[config.mk]
export PLATFORM = sky130hd
export DESIGN_NAME = eep_slave
export DESIGN_NICKNAME = d
export VERILOG_FILES = /design/src/core/eep_page_buf.v /design/src/core/eep_slave.v
export VERILOG_INCLUDE_DIRS = /design/src /design/src/pkg
export SDC_FILE = /design/constraint.sdc
export NUM_CORES = 2
export LEC_CHECK = 0
export BUFFER_PORTS_ARGS = -buffer_cell sky130_fd_sc_hd__buf_2
export CORE_MARGIN = 2
export CORE_UTILIZATION = 35
export CTS_CLUSTER_DIAMETER = 150
export DETAILED_ROUTE_END_ITERATION = 7
export GPL_TIMING_DRIVEN = 0
export MAX_ROUTING_LAYER = met4
export PLACE_DENSITY = 0.57
export SYNTH_ARGS = -nofsm -noshare
export SYNTH_HDL_FRONTEND = slang
export SYNTH_SLANG_ARGS = --single-unit
[constraint.sdc]
create_clock -name i_clk -period 24.5 [get_ports i_clk]
set_clock_uncertainty 0.05 [all_clocks]
set_input_delay 0 -clock i_clk [delete_from_list [all_inputs] [get_ports i_clk]]
set_output_delay 0 -clock i_clk [all_outputs]
set_load 0.005 [all_outputs]
[src/pkg/eep_defines.vh]
// constants shared by the serial eeprom slave engine
`ifndef EEP_DEFINES_VH
`define EEP_DEFINES_VH

// select byte field positions
`define EEP_SEL_RW 0
`define EEP_SEL_A16 1
`define EEP_SEL_STRAP_LOW 2
`define EEP_SEL_STRAP_HIGH 3
`define EEP_SEL_TYPE_HI 7
`define EEP_SEL_TYPE_LO 4
// device type field, arbitrary value
`define EEP_DEV_TYPE 4'h5

// bit slot counts within a byte frame
`define EEP_ACK_SLOT 4'h8
`define EEP_END_SLOT 4'h9

// engine reset values
`define EEP_ADDR_RST 17'h00000
`define EEP_SYNC_RST 5'h03

// timing: clock period and program cycle time, then cycles
`define EEP_CLK_PERIOD_NS 100
`define EEP_PROG_TIME_NS 5000000
`define EEP_PROG_CYCLES (`EEP_PROG_TIME_NS / `EEP_CLK_PERIOD_NS)

`endif

[src/core/eep_page_buf.v]
// page latch memory: 256 bytes, registered read data
`timescale 1ns/1ps
`default_nettype none
module eep_page_buf (
	input wire i_clk, // system clock
	input wire i_we, // write strobe
	input wire [7:0] i_waddr, // write byte index
	input wire [7:0] i_wdata, // write byte
	input wire [7:0] i_raddr, // read byte index
	output reg [7:0] o_rdata // read byte, one cycle later
);

reg [7:0] mem [0:255];

// write port and registered read port
always @(posedge i_clk) begin
	if (i_we) begin
		mem[i_waddr] <= i_wdata;
	end
	o_rdata <= mem[i_raddr];
end

endmodule // eep_page_buf
`default_nettype wire

[src/core/eep_slave.v]
// two-wire serial eeprom slave protocol engine with page latch and ecc
`timescale 1ns/1ps
`default_nettype none
`include "eep_defines.vh"

// Function
// - start is data falling with clock high; ignored while programming runs
// - stop is data rising with clock high; ends transfer, returns to standby
// - transmitter releases data after eight bits; receiver acks on ninth pulse
// - incoming data sampled on clock rising edge
// - select byte msb first; type and strap fields must match straps
// - select byte bit zero: one means read, zero means write
// - match gives ack in ninth slot; mismatch releases bus, goes standby
// - write: after select ack, take and ack two address bytes
// - 17-bit address: top bit from select, then high and low bytes
// - programming starts only on stop in slot after data byte ack
// - after programming, address counter points past last modified byte
// - while programming, data output off and all requests ignored
// - write protect high: data bytes nacked, nothing programmed
// - page write up to 256 bytes in one row; low byte increments
// - six check bits per four-byte word; single bit errors corrected
// - writing any byte rewrites its whole word and check bits
// - reads ignore write protect; counter increments after each byte
// - random read: dummy write address, repeated start, read select
// - current read returns byte at counter, then increments it
// - master ack gives next byte; counter wraps to zero at top
// - master nack after read byte: stop sending, go standby
// - write protect high still acks select and address bytes
// - straps compared against select bits three and two
module eep_slave #(
	parameter PROG_CYCLES = `EEP_PROG_CYCLES
) (
	input wire i_clk, // system clock
	input wire i_sys_rst, // async reset, active high
	input wire i_scl, // serial clock pin
	input wire i_sda, // serial data pin level
	input wire i_chip_strap_low, // chip enable strap, select bit 2
	input wire i_chip_strap_high, // chip enable strap, select bit 3
	input wire i_write_protect_input, // high blocks writes
	output reg o_sda_o, // data drive value, always low
	output reg o_sda_oe, // high while pulling data low
	output reg o_busy, // programming cycle running
	output reg o_mem_rd, // array word read strobe
	output reg o_mem_wr, // array word write strobe
	output reg [14:0] o_mem_addr, // array word address
	output reg [31:0] o_mem_wdata, // array write word
	output reg [5:0] o_mem_wcheck, // array write check bits
	input wire [31:0] i_mem_rdata, // array read word, cycle after strobe
	input wire [5:0] i_mem_rcheck // array read check bits
);

localparam S_IDLE = 6'h01;
localparam S_DEV = 6'h02;
localparam S_ADH = 6'h04;
localparam S_ADL = 6'h08;
localparam S_WDAT = 6'h10;
localparam S_RDAT = 6'h20;

localparam P_IDLE = 5'h01;
localparam P_FETCH = 5'h02;
localparam P_WAIT = 5'h04;
localparam P_MERGE = 5'h08;
localparam P_WRITE = 5'h10;

// check bits over hamming positions 3..38, parity at powers of two
function [5:0] eep_chk;
	input [31:0] d;
	integer k;
	integer p;
	reg [5:0] c;
	begin
		c = 6'h00;
		k = 0;
		for (p = 3; p < 39; p = p + 1) begin
			if ((p & (p - 1)) != 0) begin
				c = c ^ ({6{d[k]}} & p[5:0]);
				k = k + 1;
			end
		end
		eep_chk = c;
	end
endfunction

// flip the data bit whose position equals the syndrome
function [31:0] eep_fix;
	input [31:0] d;
	input [5:0] s;
	integer k;
	integer p;
	reg [31:0] r;
	begin
		r = d;
		k = 0;
		for (p = 3; p < 39; p = p + 1) begin
			if ((p & (p - 1)) != 0) begin
				if (s == p[5:0]) begin
					r[k] = ~d[k];
				end
				k = k + 1;
			end
		end
		eep_fix = r;
	end
endfunction

reg [4:0] meta_q;
reg [4:0] sync_q;
reg [4:0] prev_q;
reg [5:0] state_q;
reg [3:0] bitcnt_q;
reg [7:0] shin_q;
reg [7:0] shout_q;
reg ack_q;
reg rw_q;
reg a16_q;
reg [7:0] ahi_q;
reg [16:0] addr_q;
reg [8:0] row_q;
reg [7:0] wptr_q;
reg [7:0] next_ptr_q;
reg data_seen_q;
reg [255:0] mask_q;
reg [31:0] busy_cnt_q;
reg prog_go_q;
reg rd_req_q;
reg [1:0] rd_wait_q;
reg [7:0] rbyte_q;
reg buf_we_q;
reg [7:0] buf_waddr_q;
reg [7:0] buf_wdata_q;
reg [7:0] buf_raddr_q;
reg [4:0] pstate_q;
reg [5:0] pword_q;
reg [1:0] pbyte_q;
reg [31:0] wd_q;
reg [31:0] merged;
wire [7:0] buf_rdata;

// pins pass two flops; first stage feeds only the second
always @(posedge i_clk or posedge i_sys_rst) begin
	if (i_sys_rst) begin
		meta_q <= `EEP_SYNC_RST;
		sync_q <= `EEP_SYNC_RST;
		prev_q <= `EEP_SYNC_RST;
	end else begin
		meta_q <= {i_write_protect_input, i_chip_strap_high,
			i_chip_strap_low, i_sda, i_scl};
		sync_q <= meta_q;
		prev_q <= sync_q;
	end
end

wire scl = sync_q[0];
wire sda = sync_q[1];
wire strap_low = sync_q[2];
wire strap_high = sync_q[3];
wire wp = sync_q[4];
wire scl_rise = scl & ~prev_q[0];
wire scl_fall = ~scl & prev_q[0];
wire start_c = scl & prev_q[0] & prev_q[1] & ~sda;
wire stop_c = scl & prev_q[0] & ~prev_q[1] & sda;
wire [7:0] byte_w = {shin_q[6:0], sda};
wire sel_match = (byte_w[`EEP_SEL_TYPE_HI:`EEP_SEL_TYPE_LO] == `EEP_DEV_TYPE)
	& (byte_w[`EEP_SEL_STRAP_HIGH] == strap_high)
	& (byte_w[`EEP_SEL_STRAP_LOW] == strap_low);
wire [31:0] fixed_w = eep_fix(i_mem_rdata,
	eep_chk(i_mem_rdata) ^ i_mem_rcheck);

// protocol engine: framing, acks, shifting, address counter, busy
always @(posedge i_clk or posedge i_sys_rst) begin
	if (i_sys_rst) begin
		state_q <= S_IDLE;
		bitcnt_q <= 4'h0;
		shin_q <= 8'h00;
		shout_q <= 8'h00;
		ack_q <= 1'b0;
		rw_q <= 1'b0;
		a16_q <= 1'b0;
		ahi_q <= 8'h00;
		addr_q <= `EEP_ADDR_RST;
		row_q <= 9'h000;
		wptr_q <= 8'h00;
		next_ptr_q <= 8'h00;
		data_seen_q <= 1'b0;
		mask_q <= {256{1'b0}};
		busy_cnt_q <= 32'h00000000;
		prog_go_q <= 1'b0;
		rd_req_q <= 1'b0;
		rd_wait_q <= 2'h0;
		rbyte_q <= 8'h00;
		buf_we_q <= 1'b0;
		buf_waddr_q <= 8'h00;
		buf_wdata_q <= 8'h00;
		o_sda_o <= 1'b0;
		o_sda_oe <= 1'b0;
		o_busy <= 1'b0;
	end else begin
		o_sda_o <= 1'b0;
		prog_go_q <= 1'b0;
		rd_req_q <= 1'b0;
		buf_we_q <= 1'b0;
		// read data returns two cycles after the request
		if (rd_wait_q != 2'h0) begin
			rd_wait_q <= rd_wait_q - 2'h1;
		end
		if (rd_wait_q == 2'h1) begin
			rbyte_q <= fixed_w[{addr_q[1:0], 3'b000} +: 8];
			addr_q <= addr_q + 17'h00001;
		end
		if (o_busy) begin
			// deaf and released until the cycle count runs out
			o_sda_oe <= 1'b0;
			state_q <= S_IDLE;
			if (busy_cnt_q == PROG_CYCLES - 1) begin
				o_busy <= 1'b0;
				addr_q <= {row_q, next_ptr_q};
			end else begin
				busy_cnt_q <= busy_cnt_q + 32'h00000001;
			end
		end else if (start_c) begin
			state_q <= S_DEV;
			bitcnt_q <= 4'h0;
			o_sda_oe <= 1'b0;
		end else if (stop_c) begin
			state_q <= S_IDLE;
			o_sda_oe <= 1'b0;
			// the stop's own clock rise already counted slot one
			if (state_q == S_WDAT && bitcnt_q == 4'h1 && data_seen_q) begin
				o_busy <= 1'b1;
				busy_cnt_q <= 32'h00000000;
				prog_go_q <= 1'b1;
				next_ptr_q <= wptr_q;
			end
		end else if (scl_rise && state_q != S_IDLE) begin
			if (bitcnt_q < `EEP_ACK_SLOT) begin
				bitcnt_q <= bitcnt_q + 4'h1;
				if (state_q != S_RDAT) begin
					shin_q <= byte_w;
				end
				if (bitcnt_q == 4'h7) begin
					// full byte in: decide the answer for the ack slot
					case (state_q)
					S_DEV: begin
						ack_q <= sel_match;
						rw_q <= byte_w[`EEP_SEL_RW];
						if (!byte_w[`EEP_SEL_RW]) begin
							a16_q <= byte_w[`EEP_SEL_A16];
						end
						if (sel_match && byte_w[`EEP_SEL_RW]) begin
							rd_req_q <= 1'b1;
							rd_wait_q <= 2'h3;
						end
					end
					S_ADH: begin
						ack_q <= 1'b1;
						ahi_q <= byte_w;
					end
					S_ADL: begin
						ack_q <= 1'b1;
						addr_q <= {a16_q, ahi_q, byte_w};
						row_q <= {a16_q, ahi_q};
						wptr_q <= byte_w;
						mask_q <= {256{1'b0}};
						data_seen_q <= 1'b0;
					end
					S_WDAT: begin
						ack_q <= ~wp;
						if (!wp) begin
							buf_we_q <= 1'b1;
							buf_waddr_q <= wptr_q;
							buf_wdata_q <= byte_w;
							mask_q[wptr_q] <= 1'b1;
							wptr_q <= wptr_q + 8'h01;
							data_seen_q <= 1'b1;
						end
					end
					default: begin
						ack_q <= 1'b0;
					end
					endcase
				end
			end else if (bitcnt_q == `EEP_ACK_SLOT) begin
				bitcnt_q <= `EEP_END_SLOT;
				if (state_q == S_RDAT) begin
					if (sda) begin
						state_q <= S_IDLE;
					end else begin
						rd_req_q <= 1'b1;
						rd_wait_q <= 2'h3;
					end
				end
			end
		end else if (scl_fall && state_q != S_IDLE) begin
			if (bitcnt_q == `EEP_ACK_SLOT) begin
				if (state_q == S_RDAT) begin
					o_sda_oe <= 1'b0;
				end else if (!ack_q && state_q == S_DEV) begin
					state_q <= S_IDLE;
				end else begin
					o_sda_oe <= ack_q;
				end
			end else if (bitcnt_q == `EEP_END_SLOT) begin
				bitcnt_q <= 4'h0;
				o_sda_oe <= 1'b0;
				case (state_q)
				S_DEV: begin
					if (rw_q) begin
						state_q <= S_RDAT;
						shout_q <= rbyte_q;
						o_sda_oe <= ~rbyte_q[7];
					end else begin
						state_q <= S_ADH;
					end
				end
				S_ADH: begin
					state_q <= S_ADL;
				end
				S_ADL: begin
					state_q <= S_WDAT;
				end
				S_RDAT: begin
					shout_q <= rbyte_q;
					o_sda_oe <= ~rbyte_q[7];
				end
				default: begin
					state_q <= state_q;
				end
				endcase
			end else if (state_q == S_RDAT && bitcnt_q != 4'h0) begin
				// open drain: drive low only for a zero bit
				shout_q <= {shout_q[6:0], 1'b0};
				o_sda_oe <= ~shout_q[6];
			end
		end
	end
end

// merge one latched byte into the word being rebuilt
always @* begin
	merged = (pbyte_q == 2'h0) ? fixed_w : wd_q;
	if (mask_q[{pword_q, pbyte_q}]) begin
		merged[{pbyte_q, 3'b000} +: 8] = buf_rdata;
	end
end

// array port: read requests and the row program sequence
always @(posedge i_clk or posedge i_sys_rst) begin
	if (i_sys_rst) begin
		pstate_q <= P_IDLE;
		pword_q <= 6'h00;
		pbyte_q <= 2'h0;
		wd_q <= 32'h00000000;
		buf_raddr_q <= 8'h00;
		o_mem_rd <= 1'b0;
		o_mem_wr <= 1'b0;
		o_mem_addr <= 15'h0000;
		o_mem_wdata <= 32'h00000000;
		o_mem_wcheck <= 6'h00;
	end else begin
		o_mem_rd <= 1'b0;
		o_mem_wr <= 1'b0;
		if (rd_req_q) begin
			o_mem_rd <= 1'b1;
			o_mem_addr <= addr_q[16:2];
		end
		case (pstate_q)
		P_IDLE: begin
			pword_q <= 6'h00;
			if (prog_go_q) begin
				pstate_q <= P_FETCH;
			end
		end
		P_FETCH: begin
			o_mem_rd <= 1'b1;
			o_mem_addr <= {row_q, pword_q};
			buf_raddr_q <= {pword_q, 2'b00};
			pbyte_q <= 2'h0;
			pstate_q <= P_WAIT;
		end
		P_WAIT: begin
			buf_raddr_q <= buf_raddr_q + 8'h01;
			pstate_q <= P_MERGE;
		end
		P_MERGE: begin
			buf_raddr_q <= buf_raddr_q + 8'h01;
			wd_q <= merged;
			pbyte_q <= pbyte_q + 2'h1;
			if (pbyte_q == 2'h3) begin
				pstate_q <= P_WRITE;
			end
		end
		P_WRITE: begin
			if (mask_q[{pword_q, 2'b00} +: 4] != 4'h0) begin
				o_mem_wr <= 1'b1;
				o_mem_addr <= {row_q, pword_q};
				o_mem_wdata <= wd_q;
				o_mem_wcheck <= eep_chk(wd_q);
			end
			pword_q <= pword_q + 6'h01;
			pstate_q <= (pword_q == 6'h3F) ? P_IDLE : P_FETCH;
		end
		default: begin
			pstate_q <= P_IDLE;
		end
		endcase
	end
end

// page latch holding the bytes of the current row write
eep_page_buf u_page_buf (
	.i_clk(i_clk),
	.i_we(buf_we_q),
	.i_waddr(buf_waddr_q),
	.i_wdata(buf_wdata_q),
	.i_raddr(buf_raddr_q),
	.o_rdata(buf_rdata)
);

endmodule // eep_slave
`default_nettype wire

==> results.json <==
{
  "status": "finished, final reports clean",
  "cpMostUsedCell": "mux4_2",
  "period_minus_slack_ps": 5470,
  "tightest_slew_ps": 1430,
  "cp-end-kind": "flip-flop",
  "yosysTopAreaCellShare_pct": 58.4,
  "via_count": 58300,
  "drive_above_1_share_pct": 22.9,
  "synth_top_area_cell": "edfxtp_1",
  "postCtsSetupRepairBufs": 0,
  "nets": 6310,
  "worstPathCellList": "clkbuf_1, clkbuf_1, clkbuf_1, mux4_2, mux4_2, mux4_2, mux4_2",
  "wl_um": 297000,
  "post-route-period-util_pct": 22.3,
  "p_int_w": 0.00712,
  "overflow": 0,
  "avgSynthCellArea_um2": 18.2,
  "finalHoldViolations": 0,
  "clkPwrFrac_pct": 45.2,
  "grt_pass1_vias": 58200,
  "cts_buffer_depth": 4,
  "wire_per_inst_um": 28.5,
  "worstSetupStartpointType": "flip-flop",
  "holdPathStages": 4,
  "power_density_mw_per_mm2": 74.5,
  "cts_inserted_buffers": 274,
  "synth.area.top_cells": "edfxtp_1, mux4_2, dfrtp_1",
  "slew_viol_final": 0,
  "p_sw_share_pct": 20.8,
  "final_common_cell": "edfxtp_1",
  "port_buffers": 101,
  "die_x_um": 552,
  "gp_congestion": 0.890,
  "die_area_mm2": 0.305,
  "power.switching_w": 0.00187,
  "cts_resized": 0,
  "drc": 0,
  "ys.warnings.count": 0,
  "clk_latency_ps": 830,
  "clkSlewWorstSetupHoldPaths_ps": 70,
  "setup_viol": 0,
  "core-area_mm2": 0.300,
  "seqPwrFrac_pct": 52.2,
  "synth-edff-count": 2048,
  "vdd.ir_drop.worst_mv": 0.0549,
  "grt_max_degree": 130,
  "comb_power_share_pct": 2.6,
  "busiest_layer": "met2",
  "hold_end": "wd_q[14]$_DFFE_PP0P_",
  "start_util_pct": 35.1,
  "post-dp-hpwl_um": 201000,
  "reg2reg_from": "buf_raddr_q[1]$_DFFE_PP0P_",
  "dr.pass1.iters": 8,
  "reg2reg_to": "u_page_buf.o_rdata[2]$_DFF_P_",
  "relSlewSlack_pct": 4.65,
  "io-pin-count": 103,
  "gr-usage-met1_pct": 26.8,
  "grt_pass1_wl_um": 426000,
  "track_usage_pct": 19.8,
  "async_reset_ff_share_pct": 20.1,
  "crit_path_max_incr_delay_ps": 1060,
  "hp-start": "i_mem_rdata[14]",
  "cts_sinks": 2573,
  "synth_nets": 5855,
  "grtUsageMet3_pct": 3.25,
  "netlist_instances": 5794,
  "path_class": "reg -> reg",
  "htree_levels": 5,
  "cts_tree": "done",
  "final_cell_mix": "edfxtp_1, mux4_2, nor2_1",
  "cap_viol_max_count": 0,
  "dp.cells": 9882,
  "cp_data_arrival_time_ps": 6090,
  "power.leakage_nw": 42.6,
  "worstPathRequired_ps": 25130,
  "rows": 201,
  "fmax_ghz": 0.183,
  "syn2layout_area_growth_pct": 14.7,
  "cp_slowest_cell": "clkbuf_1",
  "use_met2_pct": 30.8,
  "cts_root_buf": "clkbuf_16",
  "rsz0062_at_grt": "no",
  "r2r_slack_ps": 19030,
  "reg2regPathDepth": 7,
  "tns_ps": 0,
  "ys_types": 85,
  "synth_area_mm2": 0.105,
  "die_h_um": 552,
  "antenna_found_initial": 12,
  "ys_ff_latch": 2573,
  "seq_area_frac_synth_pct": 70.9,
  "vias_per_cell": 5.60,
  "final_cells": 10400,
  "hold_path_class": "in -> reg",
  "drt_iter0_markers": 7194,
  "postRouteAntennaNets": 0,
  "synth-main-ff-cell": "edfxtp_1",
  "crit_fanout": 10
}
==> synthesized netlist by cell type, drive strengths merged (9+ instances only) <==
cell type and number:
o21ai 106, a221o 18, o211ai 9, nor4 47
nor3 57, xor2 64, clkbuf 239, nand4 18
inv 44, mux4 759, o22ai 15, mux2i 46
nand2b 19, and3 24, a22oi 29, a211oi 13
mux2 62, dfrtp 509, ha 16, nand3b 12
a31oi 10, buf 97, xnor2 122, xnor3 11
nor2b 13, or3 14, nand2 201, nand3 51
nor2 674, and2 9, edfxtp 2048, a21oi 331
==> power groups by stage <==
stage	combinational (W)	sequential, W	clock [W]
floorplan	0.000171	0.00477	0
global placement	0.000220	0.00479	0
detailed placement	0.000224	0.00479	0
CTS	0.000232	0.00470	0.00413
global route	0.000252	0.00470	0.00430
finish	0.000232	0.00470	0.00406
==> critical path, delay by kind of cell, from the launching register on <==
kind / cells / cell delay, ps
flip-flops: 1 / 360
multiplexers: 4 / 2170
buffers and inverters: 3 / 2720
==> flip-flops by register name, summed over array words and instances, names as in the netlist, 6 cells and up <==
signal / cells
buf_wdata_q: 8
busy_cnt_q: 32
o_mem_wcheck: 6
ahi_q: 8
buf_waddr_q: 8
wptr_q: 8
addr_q: 17
buf_raddr_q: 8
u_page_buf.mem: 2048
wd_q: 32
u_page_buf.o_rdata: 8
o_mem_addr: 15
next_ptr_q: 8
rbyte_q: 8
shout_q: 7
row_q: 9
pword_q: 6
shin_q: 7
state_q: 6
o_mem_wdata: 32
mask_q: 256
==> routing by layer <==
metal	wire length, um	vias up	share of wire, %
met5	0	-	0
met4	9100	0	3.1
met3	22200	491	7.5
met2	141000	2576	48
met1	125000	31300	42
li1	-	24000	-
==> logic make-up (layout without fill, tap and decap cells) <==
family                     count (synthesis)  after routing  synth area share, %
DFF                                     2573           2573                 70.9
buffers and inverters                    380           1040                 1.50
adders and majority gates                 16             16                0.190
AOI/OAI and AO/OA                        582            582                 3.18
other                                      1              7              0.00356
muxes                                    867            867                 17.3
xor gates and xnor gates                 198            198                 1.89
and+or+nand+nor                         1177           1177                 5.00
==> metrics by stage <==
| step | worst slack (ps) | cell area (um^2) | utilization [%] | hold WS (ps) | total power (W) |
|---|---|---|---|---|---|
| after floorplan | 10020 | 105000 | - | -45.5 | 0.00495 |
| after global placement | 4750 | 111000 | 37.0 | 63.1 | 0.00501 |
| after detailed placement | 19120 | 112000 | 37.2 | -77.9 | 0.00501 |
| after CTS | 19050 | 121000 | 40.3 | 41.4 | 0.00905 |
| after global routing | 19050 | 121000 | 40.3 | 120 | 0.00925 |
| final | 19030 | 121000 | 40.3 | 112 | 0.00899 |
==> worst max path at each step <==
stage,start,end
after global placement,i_sys_rst,mask_q[64]$_DFFE_PP0P_
after detailed placement,buf_raddr_q[1]$_DFFE_PP0P_,u_page_buf.o_rdata[0]$_DFF_P_
final,buf_raddr_q[1]$_DFFE_PP0P_,u_page_buf.o_rdata[2]$_DFF_P_
after CTS,buf_raddr_q[0]$_DFFE_PP0P_,u_page_buf.o_rdata[7]$_DFF_P_
after global routing,buf_raddr_q[1]$_DFFE_PP0P_,u_page_buf.o_rdata[2]$_DFF_P_
after floorplan,i_sys_rst,a16_q$_DFFE_PP0P_
==> what timing repair did <==
| item | 4_1_cts | 5_1_grt |
|---|---|---|
| hold endpoints to repair | 310 | 0 |
| hold buffers | 48 | 0 |
| endpoints found under the setup margin | 0 | 0 |
==> area by class of cell <==
type,count,area (um^2)
fill,26700,179000
sequential,2573,74600
multi-input combinational,2841,29100
clock buffer,354,7360
tap,3958,4950
timing repair buffer,179,1770
buffer,336,1440
clock inverter,127,1290
inverter,44,173
antenna,6,15.0
Note: power is estimated with default switching activity, not from simulation.
